**src/lbm_pkg.sv**
```systemverilog
// Package for the leaky bucket activity monitor: register map, resets, timing.
// Assumes a byte-wide microprocessor register port and a 100 MHz clock.
package lbm_pkg;
	localparam int unsigned CLK_HZ          = 100_000_000;
	localparam int unsigned EVAL_PERIOD_MS  = 128;
	localparam int unsigned EVAL_CYCLES     = CLK_HZ / 1000 * EVAL_PERIOD_MS;

	localparam logic [7:0] ADDR_UPPER_0     = 8'h50;
	localparam logic [7:0] ADDR_LOWER_0     = 8'h51;
	localparam logic [7:0] ADDR_CAP_0       = 8'h52;
	localparam logic [7:0] ADDR_DRAIN_0     = 8'h53;
	localparam logic [7:0] ADDR_UPPER_1     = 8'h54;
	localparam logic [7:0] ADDR_LOWER_1     = 8'h55;
	localparam logic [7:0] ADDR_CAP_1       = 8'h56;
	localparam logic [7:0] ADDR_DRAIN_1     = 8'h57;
	localparam logic [7:0] ADDR_STATUS      = 8'h58;

	localparam logic [7:0] RST_UPPER        = 8'h06;
	localparam logic [7:0] RST_LOWER        = 8'h04;
	localparam logic [7:0] RST_CAP          = 8'h08;
	localparam logic [7:0] RST_DRAIN        = 8'h01;

	localparam int unsigned DRAIN_LSB       = 0;
	localparam int unsigned DRAIN_W         = 2;
	localparam int unsigned STAT_ALARM_BIT  = 0;

	typedef struct packed {
		logic [7:0] upper;
		logic [7:0] lower;
		logic [7:0] cap;
		logic [7:0] drain;
	} lbm_cfg_type;

	typedef struct packed {
		logic       wr;
		logic [7:0] addr;
		logic [7:0] wdata;
	} lbm_req_type;
endpackage

```
**src/lbm_bucket.sv**
```systemverilog
// One leaky bucket: accumulator, drain timer and hysteretic alarm.
// Assumes a single-cycle evaluation strobe at the end of each cycle.
`timescale 1ns/100ps
module lbm_bucket
	import lbm_pkg::*;
(
	input  wire logic        i_mclk,
	input  wire logic        i_rst,
	input  wire logic        i_eval,
	input  wire logic        i_bad,
	input  wire lbm_cfg_type i_cfg,
	output logic [7:0]       o_level,
	output logic             o_alarm
);
	logic [7:0] level;
	logic [2:0] clean_cnt;
	logic       alarm;
	wire  [1:0] drain_code  = i_cfg.drain[DRAIN_LSB +: DRAIN_W];
	wire  [2:0] clean_last  = 3'((4'h1 << drain_code) - 4'h1);
	wire        period_done = (clean_cnt >= clean_last);
	wire        at_cap      = (level >= i_cfg.cap);
	wire        over_cap    = (level > i_cfg.cap);
	wire        do_fill     = i_eval && i_bad && !at_cap;
	wire        do_drain    = i_eval && !i_bad && period_done
		&& (level != 8'h00);
	wire  [7:0] next_level  = over_cap ? i_cfg.cap
		: do_fill ? level + 8'h01
		: do_drain ? level - 8'h01
		: level;
	wire        next_alarm  = (next_level >= i_cfg.upper) ? 1'b1
		: (next_level <= i_cfg.lower) ? 1'b0 : alarm;

	always_ff @(posedge i_mclk or posedge i_rst) begin
		if (i_rst) begin
			level     <= 8'h00;
			clean_cnt <= 3'h0;
			alarm     <= 1'b0;
		end else begin
			level <= next_level;
			alarm <= next_alarm;
			if (i_eval) begin
				// A bad cycle restarts the clean period.
				clean_cnt <= (i_bad || period_done) ? 3'h0
					: clean_cnt + 3'h1;
			end
		end
	end

	assign o_level = level;
	assign o_alarm = alarm;
endmodule

```
**src/lbm_monitor.sv**
```systemverilog
// Leaky bucket activity monitor: register file, evaluation timer, one bucket.
// Assumes a synchronous byte register port and per-cycle bad-input reports.
`timescale 1ns/100ps
// Contract
// - Evaluate once per 128 ms cycle and update accumulator at its end.
// - Each bad evaluation cycle below the cap adds exactly one to the accumulator.
// - Drain one after 1, 2, 4 or 8 clean cycles per two-bit code.
// - Accumulator above the programmed fill cap is clamped to it on the next clock.
// - Alarm raises when accumulator reaches raise level, default six.
// - Separate parameter sets for configurations 0 and 1; cap 0 resets 8.
// - Alarm clears when accumulator is at or below reset level, default 4.
module lbm_monitor
	import lbm_pkg::*;
#(
	parameter int unsigned EVAL_CNT = EVAL_CYCLES
)(
	input  wire logic       i_mclk,
	input  wire logic       i_rst,
	input  wire logic       i_bad,
	input  wire logic       i_cfg_sel,
	input  wire logic       i_wr,
	input  wire logic [7:0] i_addr,
	input  wire logic [7:0] i_wdata,
	output logic [7:0]      o_rdata,
	output logic            o_eval,
	output logic [7:0]      o_level,
	output logic            o_alarm
);
	lbm_cfg_type cfg0;
	lbm_cfg_type cfg1;
	logic [31:0] tick_cnt;
	logic        bad_seen;
	logic        eval;
	logic [7:0]  rdata;
	lbm_req_type req;

	assign req = '{wr: i_wr, addr: i_addr, wdata: i_wdata};

	wire tick_end = (tick_cnt == 32'(EVAL_CNT - 1));
	wire [7:0] drain_wr = {6'h00, req.wdata[DRAIN_LSB +: DRAIN_W]};
	wire [31:0] next_tick = tick_end ? 32'h0000_0000 : tick_cnt + 32'h1;
	wire        next_bad_seen = tick_end ? 1'b0 : (bad_seen | i_bad);

	// Evaluation timer and per-cycle bad flag; a report in the last cycle
	// still counts toward the cycle that is ending.
	always_ff @(posedge i_mclk or posedge i_rst) begin
		if (i_rst) begin
			tick_cnt <= 32'h0000_0000;
		end else begin
			tick_cnt <= next_tick;
		end
	end

	always_ff @(posedge i_mclk or posedge i_rst) begin
		if (i_rst) begin
			eval <= 1'b0;
		end else begin
			eval <= tick_end;
		end
	end

	always_ff @(posedge i_mclk or posedge i_rst) begin
		if (i_rst) begin
			bad_seen <= 1'b0;
		end else begin
			bad_seen <= next_bad_seen;
		end
	end

	logic bad_cycle;
	always_ff @(posedge i_mclk or posedge i_rst) begin
		if (i_rst) begin
			bad_cycle <= 1'b0;
		end else if (tick_end) begin
			bad_cycle <= bad_seen | i_bad;
		end
	end

	// Address decode, shared by the write strobes and the read mux.
	wire hit_upper_0 = (req.addr == ADDR_UPPER_0);
	wire hit_lower_0 = (req.addr == ADDR_LOWER_0);
	wire hit_cap_0   = (req.addr == ADDR_CAP_0);
	wire hit_drain_0 = (req.addr == ADDR_DRAIN_0);
	wire hit_upper_1 = (req.addr == ADDR_UPPER_1);
	wire hit_lower_1 = (req.addr == ADDR_LOWER_1);
	wire hit_cap_1   = (req.addr == ADDR_CAP_1);
	wire hit_drain_1 = (req.addr == ADDR_DRAIN_1);
	wire hit_status  = (req.addr == ADDR_STATUS);

	wire we_upper_0  = req.wr && hit_upper_0;
	wire we_lower_0  = req.wr && hit_lower_0;
	wire we_cap_0    = req.wr && hit_cap_0;
	wire we_drain_0  = req.wr && hit_drain_0;
	wire we_upper_1  = req.wr && hit_upper_1;
	wire we_lower_1  = req.wr && hit_lower_1;
	wire we_cap_1    = req.wr && hit_cap_1;
	wire we_drain_1  = req.wr && hit_drain_1;

	logic [7:0] upper_0;
	logic [7:0] lower_0;
	logic [7:0] cap_0;
	logic [7:0] drain_0;
	logic [7:0] upper_1;
	logic [7:0] lower_1;
	logic [7:0] cap_1;
	logic [7:0] drain_1;

	always_ff @(posedge i_mclk or posedge i_rst) begin
		if (i_rst) begin
			upper_0 <= RST_UPPER;
		end else if (we_upper_0) begin
			upper_0 <= req.wdata;
		end
	end

	always_ff @(posedge i_mclk or posedge i_rst) begin
		if (i_rst) begin
			lower_0 <= RST_LOWER;
		end else if (we_lower_0) begin
			lower_0 <= req.wdata;
		end
	end

	always_ff @(posedge i_mclk or posedge i_rst) begin
		if (i_rst) begin
			cap_0 <= RST_CAP;
		end else if (we_cap_0) begin
			cap_0 <= req.wdata;
		end
	end

	always_ff @(posedge i_mclk or posedge i_rst) begin
		if (i_rst) begin
			drain_0 <= RST_DRAIN;
		end else if (we_drain_0) begin
			drain_0 <= drain_wr;
		end
	end

	always_ff @(posedge i_mclk or posedge i_rst) begin
		if (i_rst) begin
			upper_1 <= RST_UPPER;
		end else if (we_upper_1) begin
			upper_1 <= req.wdata;
		end
	end

	always_ff @(posedge i_mclk or posedge i_rst) begin
		if (i_rst) begin
			lower_1 <= RST_LOWER;
		end else if (we_lower_1) begin
			lower_1 <= req.wdata;
		end
	end

	always_ff @(posedge i_mclk or posedge i_rst) begin
		if (i_rst) begin
			cap_1 <= RST_CAP;
		end else if (we_cap_1) begin
			cap_1 <= req.wdata;
		end
	end

	always_ff @(posedge i_mclk or posedge i_rst) begin
		if (i_rst) begin
			drain_1 <= RST_DRAIN;
		end else if (we_drain_1) begin
			drain_1 <= drain_wr;
		end
	end

	assign cfg0 = '{
		upper: upper_0,
		lower: lower_0,
		cap:   cap_0,
		drain: drain_0
	};

	assign cfg1 = '{
		upper: upper_1,
		lower: lower_1,
		cap:   cap_1,
		drain: drain_1
	};

	// The selected set drives the one bucket and may change on any cycle.
	wire lbm_cfg_type cfg_act = i_cfg_sel ? cfg1 : cfg0;
	wire [7:0] level;
	wire       alarm;

	lbm_bucket u_bucket (
		.i_mclk  (i_mclk),
		.i_rst   (i_rst),
		.i_eval  (eval),
		.i_bad   (bad_cycle),
		.i_cfg   (cfg_act),
		.o_level (level),
		.o_alarm (alarm)
	);

	// Read data follow the address through one register; holes read zero.
	wire [7:0] status = 8'({7'h00, alarm} << STAT_ALARM_BIT);
	wire [7:0] next_rdata =
		  hit_upper_0 ? upper_0
		: hit_lower_0 ? lower_0
		: hit_cap_0   ? cap_0
		: hit_drain_0 ? drain_0
		: hit_upper_1 ? upper_1
		: hit_lower_1 ? lower_1
		: hit_cap_1   ? cap_1
		: hit_drain_1 ? drain_1
		: hit_status  ? status
		: 8'h00;

	always_ff @(posedge i_mclk or posedge i_rst) begin
		if (i_rst) begin
			rdata <= 8'h00;
		end else begin
			rdata <= next_rdata;
		end
	end

	assign o_rdata = rdata;
	assign o_eval  = eval;
	assign o_level = level;
	assign o_alarm = alarm;
endmodule

```
**config.mk**
```make
export PLATFORM = sky130hd
export DESIGN_NAME = lbm_monitor
export DESIGN_NICKNAME = d
export VERILOG_FILES = /design/src/lbm_pkg.sv /design/src/lbm_bucket.sv /design/src/lbm_monitor.sv
export SDC_FILE = /design/constraint.sdc
export NUM_CORES = 1
export LEC_CHECK = 0
export BUFFER_PORTS_ARGS = -buffer_cell sky130_fd_sc_hd__clkbuf_2
export CAP_MARGIN = 20
export CORE_MARGIN = 8
export CORE_UTILIZATION = 61
export CTS_CLUSTER_DIAMETER = 40
export DETAILED_ROUTE_END_ITERATION = 12
export PLACE_DENSITY = 0.8
export SLEW_MARGIN = 20
export SYNTH_ARGS = -nofsm -noshare
export SYNTH_HDL_FRONTEND = slang
export SYNTH_SLANG_ARGS = --single-unit
export TNS_END_PERCENT = 1
```
**constraint.sdc**
```tcl
create_clock -name i_mclk -period 4.2 [get_ports i_mclk]
set_clock_uncertainty 0.1 [all_clocks]
set_input_delay 0.21 -clock i_mclk [delete_from_list [all_inputs] [get_ports i_mclk]]
set_output_delay 0.21 -clock i_mclk [all_outputs]
set_load 0.02 [all_outputs]
```
# Yosys cells after proc, flatten, opt, wreduce, memory -nomap -nowiden
# Cells that the tools add are included.
[word_totals]
regBits = 107
latchBits = 0
mem_bits_rw = 0
romBits = 0
input_bits = 21
n_memories = 0
[classes]
n_addsub = 5
n_mul = 0
div_mod_pow = 0
n_lt_le_gt_ge = 5
n_eq_ne = 10
shifts = 1
muxes = 18
bitwise = 1
n_reduce_logical = 18
[op_table]
columns = ["cell", "n"]
rows = [
  ["2-to-1 mux 8 bit", 10],
  ["equality test 8 x 7 -> 1 bit, second input constant", 9],
  ["2-to-1 mux 32 bit", 2],
  ["adder 32 x 1 -> 32 bit, second input constant", 1],
  ["equality test 32 x 24 -> 1 bit, second input constant", 1],
  [">= comparator 8 bit", 2],
  ["logical AND 1 bit", 13],
  ["adder 8 x 1 -> 8 bit, second input constant", 1],
  ["> comparator 8 bit", 1],
  ["<= comparator 8 bit", 1],
  ["nonzero test 8 bit", 1],
  ["subtractor 8 x 1 -> 8 bit, second input constant", 1],
  ["2-to-1 mux 1 bit", 4],
  ["adder 3 x 1 -> 3 bit, second input constant", 1],
  [">= comparator 3 bit", 1],
  ["2-to-1 mux 3 bit", 1],
  ["<< shifter 1 x 2 -> 3 bit, first input constant", 1],
  ["subtractor 3 x 1 -> 3 bit, second input constant", 1],
  ["zero test 1 bit", 2],
  ["2-to-1 mux 2 bit", 1],
  ["nonzero test 2 bit", 1],
  ["logical OR 1 bit", 1],
  ["OR 1 bit", 1],
]

# Logic depth before layout (Yosys ltp)
[depth]
depth_word = 12
mapped_depth = 18

# Modules after synthesis
# From an unflattened synthesis, not the netlist that was laid out.
[unflattened]
cells_unflattened = 591
hier_area_um2 = 6297.3
[by_module_without_submodules]
columns = ["module", "n_inst", "cells_per_inst", "area_per_inst_um2", "seq_area_each_um2"]
rows = [
  ["lbm_monitor", 1, 410, 4805.9, 2389.8],
  ["lbm_bucket", 1, 181, 1491.4, 300.3],
]

# Least setup slack after synthesis
# OpenSTA, ideal clock, no wires.
[synth_timing]
kind = "input port to flip-flop"
startpoint = "in i_cfg_sel"
endpoint = "reg u_bucket.alarm (netlist: u_bucket.o_alarm)"
setup_ns = 0.134
t_arrival_ns = 3.681
path_slack_ns = 0.285
path_stages = 18
cell_sequence = "clkbuf_1 buf_2 mux2i_1 ha_1 and4b_1 a211oi_1 nor2_1 o32a_1 buf_2 a21oi_1 a21o_1 ha_1 nor2b_1 o21a_1 o21ai_0 a21oi_1 o221ai_1 o211ai_1"
[synth_between]
elab_chain_cells = 11
elab_cells_between_ends = 17
classes_between = "1 x add/sub; 5 x order compare; 1 x shift; 5 x mux; 5 x reduce/logical"
[synth_rtl]
columns = ["item", "line", "rtl"]
rows = [
  ["start, declared", "lbm_monitor.sv:20", "input wire logic i_cfg_sel,"],
  ["2-to-1 mux 32 bit *", "lbm_monitor.sv:187", "wire lbm_cfg_type cfg_act = i_cfg_sel ? cfg1 : cfg0;"],
  ["<< shifter 1 x 2 -> 3 bit", "lbm_bucket.sv:19", "wire [2:0] clean_last = 3'((4'h1 << drain_code) - 4'h1);"],
  ["subtractor 3 x 1 -> 3 bit", "lbm_bucket.sv:19", ""],
  [">= comparator 3 bit", "lbm_bucket.sv:20", "wire period_done = (clean_cnt >= clean_last);"],
  ["logical AND 1 bit", "lbm_bucket.sv:24", "wire do_drain = i_eval && !i_bad && period_done"],
  ["logical AND 1 bit", "lbm_bucket.sv:25", "&& (level != 8'h00);"],
  ["2-to-1 mux 8 bit", "lbm_bucket.sv:28", ": do_drain ? level - 8'h01"],
  ["2-to-1 mux 8 bit", "lbm_bucket.sv:27", ": do_fill ? level + 8'h01"],
  ["2-to-1 mux 8 bit *", "lbm_bucket.sv:26", "wire [7:0] next_level = over_cap ? i_cfg.cap"],
  ["net u_bucket.next_level[1]", "lbm_bucket.sv:26", ""],
  [">= comparator 8 bit / <= comparator 8 bit (equally long branches)", "lbm_bucket.sv:30, lbm_bucket.sv:31", ""],
  ["2-to-1 mux 1 bit / nonzero test 2 bit (equally long branches)", "--", ""],
  ["end signal, assigned", "lbm_bucket.sv:40", "alarm <= next_alarm;"],
  ["end, declared", "lbm_bucket.sv:17", "logic alarm;"],
]
# The timed path passes the listed nets; every way through them passes the cells marked *.
# A chain may end at the register's enable or synchronous reset.

# Worst setup path after layout
[layout_timing]
startpoint = "reg cap_0[3]"
endpoint = "reg u_bucket.alarm (netlist: u_bucket.o_alarm)"
[layout_between]
elab_chain_cells = 8
elab_cells_between_ends = 11
classes_between = "4 x order compare; 4 x mux; 3 x reduce/logical"
[layout_rtl]
columns = ["item", "line", "rtl"]
rows = [
  ["start, declared", "lbm_monitor.sv:101", "logic [7:0] cap_0;"],
  ["start signal, assigned", "lbm_monitor.sv:128", "cap_0 <= req.wdata;"],
  ["2-to-1 mux 32 bit *", "lbm_monitor.sv:187", ""],
  [">= comparator 8 bit", "lbm_bucket.sv:21", "wire at_cap = (level >= i_cfg.cap);"],
  ["zero test 1 bit", "lbm_bucket.sv:23", "wire do_fill = i_eval && i_bad && !at_cap;"],
  ["logical AND 1 bit", "lbm_bucket.sv:23", ""],
  ["2-to-1 mux 8 bit", "lbm_bucket.sv:27", ""],
  ["2-to-1 mux 8 bit *", "lbm_bucket.sv:26", ""],
  ["net u_bucket.next_level[1]", "lbm_bucket.sv:26", ""],
  [">= comparator 8 bit / <= comparator 8 bit (equally long branches)", "lbm_bucket.sv:30, lbm_bucket.sv:31", ""],
  ["2-to-1 mux 1 bit / nonzero test 2 bit (equally long branches)", "--", ""],
]
# Marked as above.

==> reports/metrics.csv <==
stage;metric;value;unit
outcome;run status;completed;
timing;Slew headroom;38.5;%
floorplan;Die Height;115;um
synthesis;Yosys top cell area share;40.5;%
power_and_ir_drop;Power Total;2700;uW
power_and_ir_drop;NetSw;924;uW
timing;RSZ-0062 raised after global routing;false;
critical_path;CP bufs+invs;0;
cts;htree depth;3;
power_and_ir_drop;sequential group share of total power;43.3;%
place;number of I/O port buffers;38;
cts;CTS Hold Bufs;2;
detailed_routing;drt drc;0;
cts;clock transition at the registers of the reported paths;0.10;ns
global_routing;grt ovf;0;
place;RePlAce Congestion;0.922;
critical_path;Setup crit start;cap_0[3];
cts;clk buf depth;2;
power_and_ir_drop;power density cells;415;nW/um^2
synthesis;area of the mapped netlist;5990;sq um
synthesis;#FFs+latches synth;107;
power_and_ir_drop;clock share of power;23.8;%
global_routing;first-pass GRT wire length;22500;um
global_routing;vias in the first global route;4588;
detailed_routing;wire per inst;18.6;um
synthesis;top cells by instance count after synthesis;97 x dfrtp_1, 48 x mux2_2, 45 x nor2_1;
synthesis;Post-synth ARST share;100;%
synthesis;Synth Flop Type;dfrtp_1;
critical_path;r2r setup slk;0.38;ns
synthesis;largest cells by area after synthesis;dfrtp_1 41%, mux2_2 9.0%, ha_1 6.7%;
detailed_routing;vias per inst;6.06;
cts;CTS Buf Count;9;
power_and_ir_drop;Lkg Pwr;0.00309;uW
cts;Resized cells post-CTS;0;
synthesis;most frequent cell after synthesis;dfrtp_1;
detailed_routing;First-pass DRT Iterations;4;
synthesis;Cell variety after synth;55;
floorplan;Die X;115;um
global_routing;initial antenna violation count;0;
critical_path;reg2reg end;u_bucket.o_alarm;
cts;CTS Root Cell;clkbuf_8;
floorplan;core area;9640;sq um
final_layout;Area Growth Syn to Fin;8.50;%
critical_path;Worst path depth;15;
detailed_routing;Via Count;4366;
cts;clk_lat worst skew;0.38;ns
detailed_routing;DRT iter0 DRCs;312;
power_and_ir_drop;Int Pwr;1770;uW
floorplan;Total Die Area;13300;sq um
critical_path;Reg-to-Reg Start;cap_0[3];
place;Detail Placement HPWL;9810;um
critical_path;CP endpoint;u_bucket.o_alarm;
timing;Slew Limit Fails;0;
final_layout;layout cells sized above 1;22.8;%
critical_path;Crit. End Element;register;
synthesis;average size of a mapped cell;10.9;sq um
cts;Post-CTS Repair Setup Buffers;0;
critical_path;critical path data required time;4.36;ns
detailed_routing;routed wire length;13400;um
synthesis;sequential area share after synthesis;44.9;%
critical_path;CP cell instances;mux2i_1 > ha_1 > and4b_1 > a211oi_1 > nor2_1 > o32a_1 > nor2b_1 > a21o_1 > ha_1 > nor2b_1 > o21a_1 > o21ai_0 > a21oi_1 > o221ai_1 > o211ai_1;
timing;min Tclk post-route;3.82;ns
worst_hold_path;HP Class;primary input to register;
global_routing;all-layer global routing usage;21.7;%
detailed_routing;DRT antenna net count;0;
critical_path;Slowest cell on crit path;dfstp_2;
critical_path;reg2reg path depth;15;
synthesis;leading area contributor after synthesis;dfrtp_1;
critical_path;CP Max Fanout;5;
critical_path;worst path arrival time;3.98;ns
timing;Final period util;91.0;%
final_layout;final net count;636;
cts;CTS tree;done;
power_and_ir_drop;combinational share of power;32.9;%
power_and_ir_drop;Sw Ratio;34.2;%
critical_path;CP startpoint kind;register;
final_layout;n_diodes;0;
cts;clock sinks;107;
floorplan;row cnt;36;
critical_path;max incr delay on CP;0.57;ns
synthesis;yosys warns;0;
timing;Final setup viols;0;
power_and_ir_drop;maximum VDD drop;0.000285;V
synthesis;Mapped Cells;548;
timing;Fmax;262;MHz
timing;Sum Neg Setup Slack;0;ns
synthesis;Post-Syn Nets;601;
critical_path;Top delay family on crit path;compound AO/OA/AOI/OAI gates;
run;Max Cap Viol;0;
timing;Final Hold Vio Count;0;
timing;Slew @ Worst Pin;0.922;ns
critical_path;Setup CP Type;register to register;
global_routing;pin count of the biggest net entering global routing;77;
floorplan;I/O Pins;39;
synthesis;Post-synth EDFFs;0;
floorplan;Initial Util;62.2;%
-- kinds of logic (layout without fill, tap and decap cells) --
logic type               Yosys count  count (layout)  share of synthesized area, %
AO/OA/AOI/OAI                     67              67                          7.31
flip-flops                       107             107                          44.9
XOR/XNOR                          35              35                          5.11
AND/OR/NAND/NOR                  170             170                          15.1
buffers and inverters             41              81                          3.03
multiplexers                      96              96                          17.9
adder cells (fa/ha/maj)           32              32                          6.68
-- layer usage --
metal  vias to the layer above  share of wire (%)  track usage, %
met5                         -                  0               0
met4                         0                1.5            6.39
met3                        17                5.8            5.83
met2                       138                 48            35.0
met1                      2171                 45            27.9
li1                       2040                  -               -
-- power groups by stage --
stage | Sequential [uW] | Clock [uW] | Combinational (uW)
floorplan | 1180 | 0 | 646
global placement | 1180 | 0 | 831
detailed placement | 1190 | 0 | 876
CTS | 1170 | 662 | 879
global route | 1180 | 699 | 979
finish | 1170 | 643 | 886
-- layout by cell type, fill, tap and decap left out, types with 10 or more instances in the layout --
master / netlist / layout
a21oi_1: 16 / 16
dfrtp_1: 97 / 97
xnor2_1: 24 / 24
o21ai_0: 16 / 16
inv_1: 21 / 20
clkbuf_8: 0 / 10
nor2_1: 45 / 45
ha_1: 32 / 32
nand3_1: 21 / 21
nand2b_1: 11 / 11
clkbuf_2: 1 / 38
nand4_1: 17 / 17
dfstp_2: 10 / 10
mux2i_1: 39 / 39
nand2_1: 30 / 30
mux2_2: 48 / 48
xor2_1: 11 / 11
-- through the flow --
stage | cells | util, % | hold slack, ns | instance area, sq um | setup WS (ns)
after detailed placement | 703 | 65.1 | 0.361 | 6280 | 0.154
after floorplan | 548 | - | 0.250 | 5990 | 0.285
after CTS | 721 | 67.5 | 0.0177 | 6500 | 0.417
after global placement | 703 | 65.1 | 0.351 | 6280 | 0.365
after global routing | 721 | 67.5 | 0.0332 | 6500 | 0.107
final | 721 | 67.5 | 0.0427 | 6500 | 0.377
-- worst min path at each step --
stage	start	slack [ns]	end	cells after the start
5_1_grt	i_wdata[3]	0.03	upper_0[3]	2
3_5_place_dp	tick_cnt[8]	0.36	tick_cnt[8]	1
3_3_place_gp	i_rst	0.35	cap_0[2]	2
4_1_cts	i_wdata[7]	0.02	lower_0[7]	2
6_report	i_wdata[7]	0.04	lower_0[7]	2
2_1_floorplan	i_bad	0.25	bad_seen	2
-- registers in the layout, summed over array words and instances, names as in the netlist, 3 cells and up --
signal              flops
tick_cnt               32
cap_0                   8
cap_1                   8
lower_0                 8
lower_1                 8
o_rdata                 8
u_bucket.o_level        8
upper_0                 8
upper_1                 8
u_bucket.clean_cnt      3
-- worst register-to-register path: cells and delay by family (launching register included) --
kind,cells,cell delay [ns]
mux,1,0.10
compound gates,8,1.67
simple gates,4,0.60
flops,1,0.57
fa+ha+maj,2,0.67
-- cell type report --
class | instances | area [sq um]
fillers | 757 | 3140
clock inverters | 6 | 65.1
multi-input cells | 400 | 3120
well taps | 133 | 166
inverters | 21 | 81.3
repair buffers | 44 | 240
flip-flops and latches | 107 | 2690
clock buffers | 10 | 138
Power figures use the tool's default switching activity.
